**src/rtl/dsc_pkg.sv**
```systemverilog
// Package: register map, field layout and reset values of the driver status/config bank
package dsc_pkg;

  // ****************************************
  // Register offsets (register port addresses)
  // ****************************************
  localparam logic [6:0] ADDR_INPUT_PIN_STATUS = 7'h04;
  localparam logic [6:0] ADDR_DRIVER_CONFIGURATION = 7'h0A;
  localparam logic [6:0] ADDR_GLOBAL_CURRENT_SCALE = 7'h0B;

  // ****************************************
  // input_pin_status field positions
  // ****************************************
  localparam int VERSION_LSB = 24;
  localparam int SILICON_REVISION_LSB = 16;
  localparam int ADC_FAULT_BIT = 15;
  localparam int CLOCK_SOURCE_FLAG_BIT = 14;
  localparam int REF_RESISTOR_DETECT_BIT = 13;
  localparam int OUTPUT_POLARITY_BIT = 12;
  localparam int COMPARATOR_LSB = 8;
  localparam int UART_SELECT_BIT = 6;
  localparam int PIN_STATE_LSB = 0;

  // ****************************************
  // driver_configuration and global_current_scale fields
  // ****************************************
  localparam int SLOPE_SETTING_LSB = 4;
  localparam int CURRENT_RANGE_LSB = 0;
  localparam int GLOBAL_SCALE_LSB = 0;

  // ****************************************
  // Reset values
  // ****************************************
  localparam logic OUTPUT_POLARITY_RESET = 1'b1;
  localparam logic [1:0] SLOPE_SETTING_RESET = 2'h0;
  localparam logic [1:0] CURRENT_RANGE_RESET = 2'h0;
  localparam logic [7:0] GLOBAL_SCALE_RESET = 8'h00;

  // Zero scaler means full scale, i.e. 256/256
  localparam logic [8:0] FULL_SCALE_FACTOR = 9'h100;
  localparam int SCALE_SHIFT = 8;

  // Live input pins, in the order they sit in bits 5:0
  typedef struct packed {
    logic encoderIndexState;
    logic driverDisableState;
    logic encoderChanAState;
    logic encoderChanBState;
    logic dir;
    logic step;
  } dsc_pins_t;

  // Comparator states, bits 11:8
  typedef struct packed {
    logic loadComparatorB;
    logic loadComparatorA;
    logic chopperComparatorB;
    logic chopperComparatorA;
  } dsc_comp_t;

  // Analog / strap status flags
  typedef struct packed {
    logic adcFault;
    logic clockSourceFlag;
    logic refResistorDetect;
    logic uartSelect;
  } dsc_flags_t;

endpackage

```
**src/rtl/dsc_regs.sv**
```systemverilog
// Driver status and configuration register bank with global current scaling
//
// Behaviour
// [RL1] Status top byte version, revision at 18:16
// [RL2] ADC fault flag; software avoids ADC features
// [RL3] Clock flag: 0 internal, 1 external oscillator
// [RL4] Flag reports external reference resistor present
// [RL5] Writable next-address output polarity, resets to 1
// [RL6] Four read-only test comparator state bits
// [RL7] Interface select bit reads 1 for UART
// [RL8] Live pin states readable without side effect
// [RL9] Global_current_scale multiplies current, zero full scale
// [RL10] Slope and current range settings, reset zero
`timescale 1ns/1ps
`default_nettype none
module dsc_regs #(
  parameter logic [7:0] VERSION_CODE = 8'h5A, // Arbitrary value
  parameter logic [2:0] SILICON_REVISION = 3'h1 // Arbitrary value
) (
  input wire logic clk_sys,
  input wire logic rst_n,
  // Register port behind the serial interface framing
  input wire logic [6:0] regAddr,
  input wire logic regWrEn,
  input wire logic regRdEn,
  input wire logic [31:0] regWrData,
  output logic [31:0] regRdData,
  output logic regRdValid,
  // Asynchronous status inputs
  input wire dsc_pkg::dsc_pins_t pinsIn,
  input wire dsc_pkg::dsc_comp_t compIn,
  input wire dsc_pkg::dsc_flags_t flagsIn,
  // Current scaling path, same clock
  input wire logic [7:0] motorCurrent,
  output logic [7:0] scaledCurrent,
  // Configuration outputs
  output logic nextAddressOutput,
  output logic [1:0] slopeSetting,
  output logic [1:0] currentRange,
  output logic [7:0] globalCurrentScale
);

  // ****************************************
  // Reset release and input synchronisation
  // ****************************************
  logic rstMeta_r;
  logic rstSync_r;

  always_ff @(posedge clk_sys or negedge rst_n) begin
    if (!rst_n) begin
      rstMeta_r <= 1'b0;
      rstSync_r <= 1'b0;
    end else begin
      rstMeta_r <= 1'b1;
      rstSync_r <= rstMeta_r;
    end
  end

  dsc_pkg::dsc_pins_t pinsSync;
  dsc_pkg::dsc_comp_t compSync;
  dsc_pkg::dsc_flags_t flagsSync;

  dsc_sync #(.WIDTH(14)) u_sync (
    .clk_sys(clk_sys),
    .rst_n(rstSync_r),
    .asyncIn({pinsIn, compIn, flagsIn}),
    .syncOut({pinsSync, compSync, flagsSync})
  );

  // ****************************************
  // Address decode
  // ****************************************
  wire logic hitStatus = (regAddr == dsc_pkg::ADDR_INPUT_PIN_STATUS);
  wire logic hitDrvConf = (regAddr == dsc_pkg::ADDR_DRIVER_CONFIGURATION);
  wire logic hitScale = (regAddr == dsc_pkg::ADDR_GLOBAL_CURRENT_SCALE);
  wire logic wrStatus = regWrEn && hitStatus;
  wire logic wrDrvConf = regWrEn && hitDrvConf;
  wire logic wrScale = regWrEn && hitScale;

  // ****************************************
  // Writable fields
  // ****************************************
  logic outputPolarity_r;
  logic [1:0] slope_r;
  logic [1:0] range_r;
  logic [7:0] scale_r;

  always_ff @(posedge clk_sys or negedge rstSync_r) begin
    if (!rstSync_r) begin
      outputPolarity_r <= dsc_pkg::OUTPUT_POLARITY_RESET;
      slope_r <= dsc_pkg::SLOPE_SETTING_RESET;
      range_r <= dsc_pkg::CURRENT_RANGE_RESET;
      scale_r <= dsc_pkg::GLOBAL_SCALE_RESET;
    end else begin
      if (wrStatus) begin
        outputPolarity_r <= regWrData[dsc_pkg::OUTPUT_POLARITY_BIT]; // RL5
      end
      if (wrDrvConf) begin
        slope_r <= regWrData[dsc_pkg::SLOPE_SETTING_LSB +: 2]; // RL10
        range_r <= regWrData[dsc_pkg::CURRENT_RANGE_LSB +: 2]; // RL10
      end
      if (wrScale) begin
        scale_r <= regWrData[dsc_pkg::GLOBAL_SCALE_LSB +: 8]; // RL9
      end
    end
  end

  // ****************************************
  // Read data assembly
  // ****************************************
  // Reserved bits 23:19 and 7 read as zero
  logic [31:0] statusWord;
  always_comb begin
    statusWord = 32'h0000_0000;
    statusWord[dsc_pkg::VERSION_LSB +: 8] = VERSION_CODE; // RL1
    statusWord[dsc_pkg::SILICON_REVISION_LSB +: 3] = SILICON_REVISION; // RL1
    statusWord[dsc_pkg::ADC_FAULT_BIT] = flagsSync.adcFault; // RL2
    statusWord[dsc_pkg::CLOCK_SOURCE_FLAG_BIT] = flagsSync.clockSourceFlag; // RL3
    statusWord[dsc_pkg::REF_RESISTOR_DETECT_BIT] = flagsSync.refResistorDetect; // RL4
    statusWord[dsc_pkg::OUTPUT_POLARITY_BIT] = outputPolarity_r; // RL5
    statusWord[dsc_pkg::COMPARATOR_LSB +: 4] = compSync; // RL6
    statusWord[dsc_pkg::UART_SELECT_BIT] = flagsSync.uartSelect; // RL7
    statusWord[dsc_pkg::PIN_STATE_LSB +: 6] = pinsSync; // RL8
  end

  logic [31:0] drvConfWord;
  logic [31:0] scaleWord;
  always_comb begin
    drvConfWord = 32'h0000_0000;
    drvConfWord[dsc_pkg::SLOPE_SETTING_LSB +: 2] = slope_r;
    drvConfWord[dsc_pkg::CURRENT_RANGE_LSB +: 2] = range_r;
    scaleWord = 32'h0000_0000;
    scaleWord[dsc_pkg::GLOBAL_SCALE_LSB +: 8] = scale_r;
  end

  // Unmapped addresses return zero; reads change no state
  wire logic [31:0] rdMux = hitStatus ? statusWord :
                            hitDrvConf ? drvConfWord :
                            hitScale ? scaleWord : 32'h0000_0000; // RL8

  always_ff @(posedge clk_sys or negedge rstSync_r) begin
    if (!rstSync_r) begin
      regRdData <= 32'h0000_0000;
      regRdValid <= 1'b0;
    end else begin
      regRdValid <= regRdEn;
      if (regRdEn) begin
        regRdData <= rdMux;
      end
    end
  end

  // ****************************************
  // Current scaling and configuration outputs
  // ****************************************
  // Values 1..31 are not blocked: software must avoid them
  wire logic [8:0] scaleFactor = (scale_r == 8'h00) ? dsc_pkg::FULL_SCALE_FACTOR : {1'b0, scale_r}; // RL9
  wire logic [16:0] scaleProduct = 17'(motorCurrent * scaleFactor);
  wire logic [7:0] scaledNxt = scaleProduct[dsc_pkg::SCALE_SHIFT +: 8];
  // Pin only carries the polarity level in UART mode; SPI owns it otherwise
  wire logic nextAddrNxt = flagsSync.uartSelect & outputPolarity_r; // RL5

  always_ff @(posedge clk_sys or negedge rstSync_r) begin
    if (!rstSync_r) begin
      scaledCurrent <= 8'h00;
      nextAddressOutput <= 1'b0;
      slopeSetting <= dsc_pkg::SLOPE_SETTING_RESET;
      currentRange <= dsc_pkg::CURRENT_RANGE_RESET;
      globalCurrentScale <= dsc_pkg::GLOBAL_SCALE_RESET;
    end else begin
      scaledCurrent <= scaledNxt; // RL9
      nextAddressOutput <= nextAddrNxt;
      slopeSetting <= slope_r; // RL10
      currentRange <= range_r; // RL10
      globalCurrentScale <= scale_r;
    end
  end
endmodule // dsc_regs
`default_nettype wire

```
**src/rtl/dsc_sync.sv**
```systemverilog
// Two-flop synchroniser for a group of asynchronous level inputs
`timescale 1ns/1ps
`default_nettype none
module dsc_sync #(
  parameter int WIDTH = 1
) (
  input wire logic clk_sys,
  input wire logic rst_n,
  input wire logic [WIDTH-1:0] asyncIn,
  output logic [WIDTH-1:0] syncOut
);
  logic [WIDTH-1:0] stage1_r;

  // First stage feeds only the second stage
  always_ff @(posedge clk_sys or negedge rst_n) begin
    if (!rst_n) begin
      stage1_r <= '0;
      syncOut <= '0;
    end else begin
      stage1_r <= asyncIn;
      syncOut <= stage1_r;
    end
  end
endmodule // dsc_sync
`default_nettype wire

```
**config.mk**
```make
export PLATFORM = sky130hd
export DESIGN_NAME = dsc_regs
export DESIGN_NICKNAME = d
export VERILOG_FILES = /design/src/rtl/dsc_pkg.sv /design/src/rtl/dsc_regs.sv /design/src/rtl/dsc_sync.sv
export SDC_FILE = /design/constraint.sdc
export NUM_CORES = 1
export LEC_CHECK = 0
export BUFFER_PORTS_ARGS = -buffer_cell sky130_fd_sc_hd__buf_2
export CELL_PAD_IN_SITES_DETAIL_PLACEMENT = 0
export CELL_PAD_IN_SITES_GLOBAL_PLACEMENT = 1
export CORE_ASPECT_RATIO = 1.5
export CORE_MARGIN = 10
export CORE_UTILIZATION = 46
export DETAILED_ROUTE_END_ITERATION = 6
export PLACE_DENSITY = 0.91
export SYNTH_ARGS = -nofsm -noshare
export SYNTH_HDL_FRONTEND = slang
export SYNTH_SLANG_ARGS = --single-unit
```
**constraint.sdc**
```tcl
create_clock -name clk_sys -period 6.4 [get_ports clk_sys]
set_input_delay 1.28 -clock clk_sys [delete_from_list [all_inputs] [get_ports clk_sys]]
set_output_delay 1.28 -clock clk_sys [all_outputs]
set_load 0.005 [all_outputs]
```
After elaboration in Yosys (flattened, before gate mapping)
Cells that the tools add are included.
Operators by class
  multiply operators: 1
  equal/unequal tests: 3
  mux-type cells: 4
  bitwise operators: 1
  reduce and logical (&&, ||, !) cells: 4
Operators by type and width (count)
  31-bit two-way mux: 1
  8-bit by 9-bit multiplier with 16-bit output: 1
  8-bit two-way mux: 2
  7-bit by 4-bit equality test with 1-bit output (second input constant): 2
  9-bit two-way mux: 1
  8-bit logical NOT: 1
  7-bit by 3-bit equality test with 1-bit output (second input constant): 1
  1-bit logical AND: 3
  1-bit bitwise AND: 1
Storage, ports and cells
  bits in registers: 97
  input port bits: 65
  output and inout bits: 54
  logic and storage cells: 28

Longest topological paths before layout
  depth in word-level cells: 4
  depth in mapped cells: 17

Modules after synthesis
From an unflattened synthesis, not the netlist that was laid out.
Unflattened totals
  cell total of the unflattened synthesis: 412
  area, all modules: 4838.4 sq um
Modules (own cells, without submodules)
  dsc_regs: instances 1, cells an instance 384, area an instance 4137.7 sq um, sequential area each 1352.5 sq um
  dsc_sync: instances 1, cells an instance 28, area an instance 700.7 sq um, sequential area each 700.7 sq um

Worst setup path after synthesis
Ideal clock, no wire load.
  path kind: input port to flip-flop
  start point: input motorCurrent[5]
  end point: register scaledCurrent[7]
  setup time: 0.080 ns
  arrival: 5.104 ns
  data required time: 6.320 ns
  path slack: 1.216 ns
  stages: 14
  buffers on the path: 0
  path through: and2_1 > fa_1 > fa_1 > fa_1 > inv_1 > fa_1 > inv_1 > ha_1 > a21oi_1 > o21ai_0 > a21o_1 > a221o_1 > a221oi_2 > xnor2_1
Between the ends
  word-level cells in the longest chain between the ends: 1
Ends and longest elaborated chain
  start: declaration: RTL line dsc_regs.sv:34  | input wire logic [7:0] motorCurrent,
  8-bit by 9-bit multiplier with 16-bit output: RTL line dsc_regs.sv:158  | wire logic [16:0] scaleProduct = 17'(motorCurrent * scaleFactor);
  net scaleProduct[15]: RTL line dsc_regs.sv:158
  end signal: assignment: RTL line dsc_regs.sv:171  | scaledCurrent <= scaledNxt;
  end: declaration: RTL line dsc_regs.sv:35  | output logic [7:0] scaledCurrent,
The timed path passes the listed nets, and every way through them passes these cells.
A chain may end at the register's enable or synchronous reset.

Worst setup path after layout
Same ends and word-level chain as after synthesis.

==> summary.md <==
| Metric | Value |
|---|---|
| Status | `completed` |
| Yosys warning count | `0` |
| Final #Nets | `between 600 and 700` |
| Top post-synthesis cells by area | `dfrtp_1, fa_1, ha_1` |
| # H-tree levels | `3` |
| Grt ovf | `0` |
| Worst-skew pair later-pin latency | `about 0.33 ns` |
| F_max | `between 150 and 200 MHz` |
| Iteration-0 DRC Markers | `120` |
| P&R area growth vs syn | `16.1%` |
| Req. time, crit path | `about 6.7 ns` |
| Post-Syn Area | `4840 um^2` |
| Vias in the first global route | `about 3600` |
| Gate power share | `a little over a fifth` |
| CP Data Arrival Time | `around 5.5 ns` |
| Register area share after synthesis | `a little over two fifths` |
| I/O Buffers | `84` |
| Number of CTS-inserted buffers | `9` |
| Number of enable flip-flop cells after synthesis | `0` |
| Crit path top cell by count | `fa_1` |
| First-pass GRT wire length | `~17000 um` |
| Yosys top cell area share | `a little over two fifths` |
| Pre-antenna DRT Iters | `4` |
| Post-Synthesis Cells | `between 400 and 500` |
| Clk sinks | `82` |
| Post-route setup TNS | `0 ns` |
| Layout Skew | `about 0.0050 ns` |
| Avg Synthesized Cell Area | `roughly 12 um^2` |
| Crit path time final | `5.22 ns` |
| Initial Utilization | `between 40% and 50%` |
| Hold WC Path Type | `reg2reg` |
| GP Congestion | `0.834` |
| Post-DRT Antenna Nets | `0` |
| Worst Tran Pin Value | `approximately 1 ns` |
| Top-count cell post-synth | `dfrtp_1` |
| # fillers | `900` |
| Post-synth top cells | `dfrtp_1, and2_1, inv_1` |
| Synth area leader | `dfrtp_1` |
| Clock buffer depth | `2` |
| Initial antenna violation count | `0` |
| Vias per Instance | `between 4 and 5` |
| Final Max Slew Viols | `0` |
| CTS resizes | `0` |
| Share of layout cells above drive strength 1 | `approximately a quarter` |
| Rel. slew slack | `33.5%` |
| Rows | `45` |
| CP Class | `in2reg` |
| Unrepaired setup endpoints after global routing | `false` |
| Net switching power | `0.424 mW` |
| Die X-Extent | `approximately 100 um` |
| Synthesized flop and latch total | `82` |
| Setup violators final | `0` |
| Die area | `15100 um^2` |
| Async S/R FF share, synth | `between 90% and 100%` |
| DP HPWL | `~8000 um` |
| Worst hold slack | `0.349 ns` |
| CP Launch Type | `primary input` |
| Slowest CP cell | `fa_1` |
| Switching share of total power | `approximately 29%` |
| P_leak | `~3.0 nW` |
| Final core utilization | `between 50% and 60%` |
| Total power | `between 1 and 1.5 mW` |
| Top FF cell, synth | `dfrtp_1` |
| Crit-path cells | `buf_2 > and2_1 > fa_1 > fa_1 > fa_1 > inv_1 > fa_1 > inv_1 > ha_1 > a21oi_1 > o21ai_0 > a21o_1 > a221o_1 > a221oi_2 > xnor2_1` |
| Drt wl/cell | `15.8 um` |
| TritonCTS clock tree | `done` |
| Top Ports | `119` |
| # Post-CTS Setup Buffers | `0` |
| GRT Util Overall | `between 10 and 15%` |
| Power share of the clock group | `between 30% and 40%` |
| Crit end category | `register` |
| Die Y | `around 150 um` |
| VDD IR max | `0.188 mV` |
| Synth unique cells | `43` |
| Post-CTS Hold Buffers | `0` |
| Final Hold Viols | `0` |
| Clock transition at the registers of the reported paths | `approximately 0.070 ns` |
| Internal Power | `1.06 mW` |
| Critical path's largest stage delay | `about 0.54 ns` |
| Core area | `between 10000 and 15000 um^2` |
| DRC | `0` |
| Seq pwr share | `between 40% and 50%` |
| ANT cells | `0` |
| Max cap viols | `0` |
| Drt total wl | `roughly 10000 um` |
| Vias | `3101` |
| Power density over the cells | `263 nW/um^2` |
| Post-route clock period utilization | `roughly four fifths` |
| Clk root buf | `clkbuf_16` |
| Maximum fanout along the worst path | `9` |
| Largest net degree at the start of global routing | `81` |
[power by group through the flow]
stage / combinational (mW) / sequential (mW) / clock [mW]
2_1_floorplan: 0.224 / 0.601 / 0
3_3_place_gp: 0.302 / 0.611 / 0
3_5_place_dp: 0.312 / 0.612 / 0
4_1_cts: 0.315 / 0.603 / 0.582
5_1_grt: 0.360 / 0.609 / 0.606
6_report: 0.308 / 0.601 / 0.570
[registers in the layout (all words and copies together), names as in the netlist]
signal              flops
rstMeta_r               1
currentRange            2
nextAddressOutput       1
regRdValid              1
outputPolarity_r        1
scale_r                 8
scaledCurrent           8
u_sync.stage1_r        14
u_sync.syncOut         14
rstSync_r               1
regRdData              17
range_r                 2
slopeSetting            2
slope_r                 2
globalCurrentScale      8
[logic make-up (layout without fill, tap and decap cells)]
logic type                 Yosys count  count (layout)  synth area share [%]
adders and majority gates           72              72                  24.8
xor gates and xnor gates            12              12                  2.17
AOI/OAI and AO/OA                   43              43                  5.95
other                                2              12                 0.155
muxes                               14              14                  3.26
and+or+nand+nor                    111             111                  13.6
buffers and inverters               76             148                  7.63
DFF                                 82              82                  42.4
[placed cells by master (no fill, tap or decap), drive strengths merged, types with 3 or more instances in the layout]
cell,count
xnor2,10
nand3,10
inv,51
o21ai,13
a22oi,3
dfrtp,81
a222oi,4
a21o,4
ha,32
nor2,10
fa,40
buf,84
conb,12
nand2,25
a21oi,10
and2,53
mux2,14
clkbuf,9
[per-layer routing]
metal,global-route usage [%],share of wire [%],vias up
met2,26.2,56,65
met4,4.33,1.2,0
met3,3.01,3.5,9
met1,14.6,40,1570
li1,-,-,1457
met5,0,0,-
[layout make-up]
| type | count | area (um^2) | share of cell area [%] |
|---|---|---|---|
| clock buffer | 9 | 225 | 4.01 |
| clock inverter | 7 | 106 | 1.89 |
| sequential | 82 | 2060 | 36.6 |
| multi-input combinational | 264 | 2450 | 43.7 |
| inverter | 48 | 180 | 3.21 |
| timing repair buffer | 84 | 420 | 7.48 |
| tap | 141 | 176 | 3.14 |
[path summary, 6_finish.rpt]
check	start	endpoint	slack [ns]	cells past startpoint
setup / recovery	motorCurrent[5]	scaledCurrent[7]	1.18	15
setup reg to reg	scale_r[6]	scaledCurrent[6]	1.19	14
hold reg to reg	u_sync.stage1_r[5]	u_sync.syncOut[5]	0.35	0
min in group asynchronous	rstSync_r	u_sync.syncOut[12]	0.48	0
hold / removal	u_sync.stage1_r[5]	u_sync.syncOut[5]	0.35	0
max in group asynchronous	rstSync_r	regRdData[11]	5.26	0
[worst max-delay path: cells and delay by family]
kind,cells,cell delay [ns]
fa+ha+maj,5,2.44
compound gates,5,1.19
buf+inv,3,0.24
simple gates,1,0.19
xor+xnor,1,0.14
[per-stage QoR]
step                area (um^2)  instances  worst slack (ns)
floorplan                  4880        422              1.22
global placement           5290        619             0.843
detailed placement         5290        619             0.802
CTS                        5620        635              1.11
global route               5620        635             0.865
finish                     5620        635              1.18
Note: power is estimated with default switching activity, not from simulation.
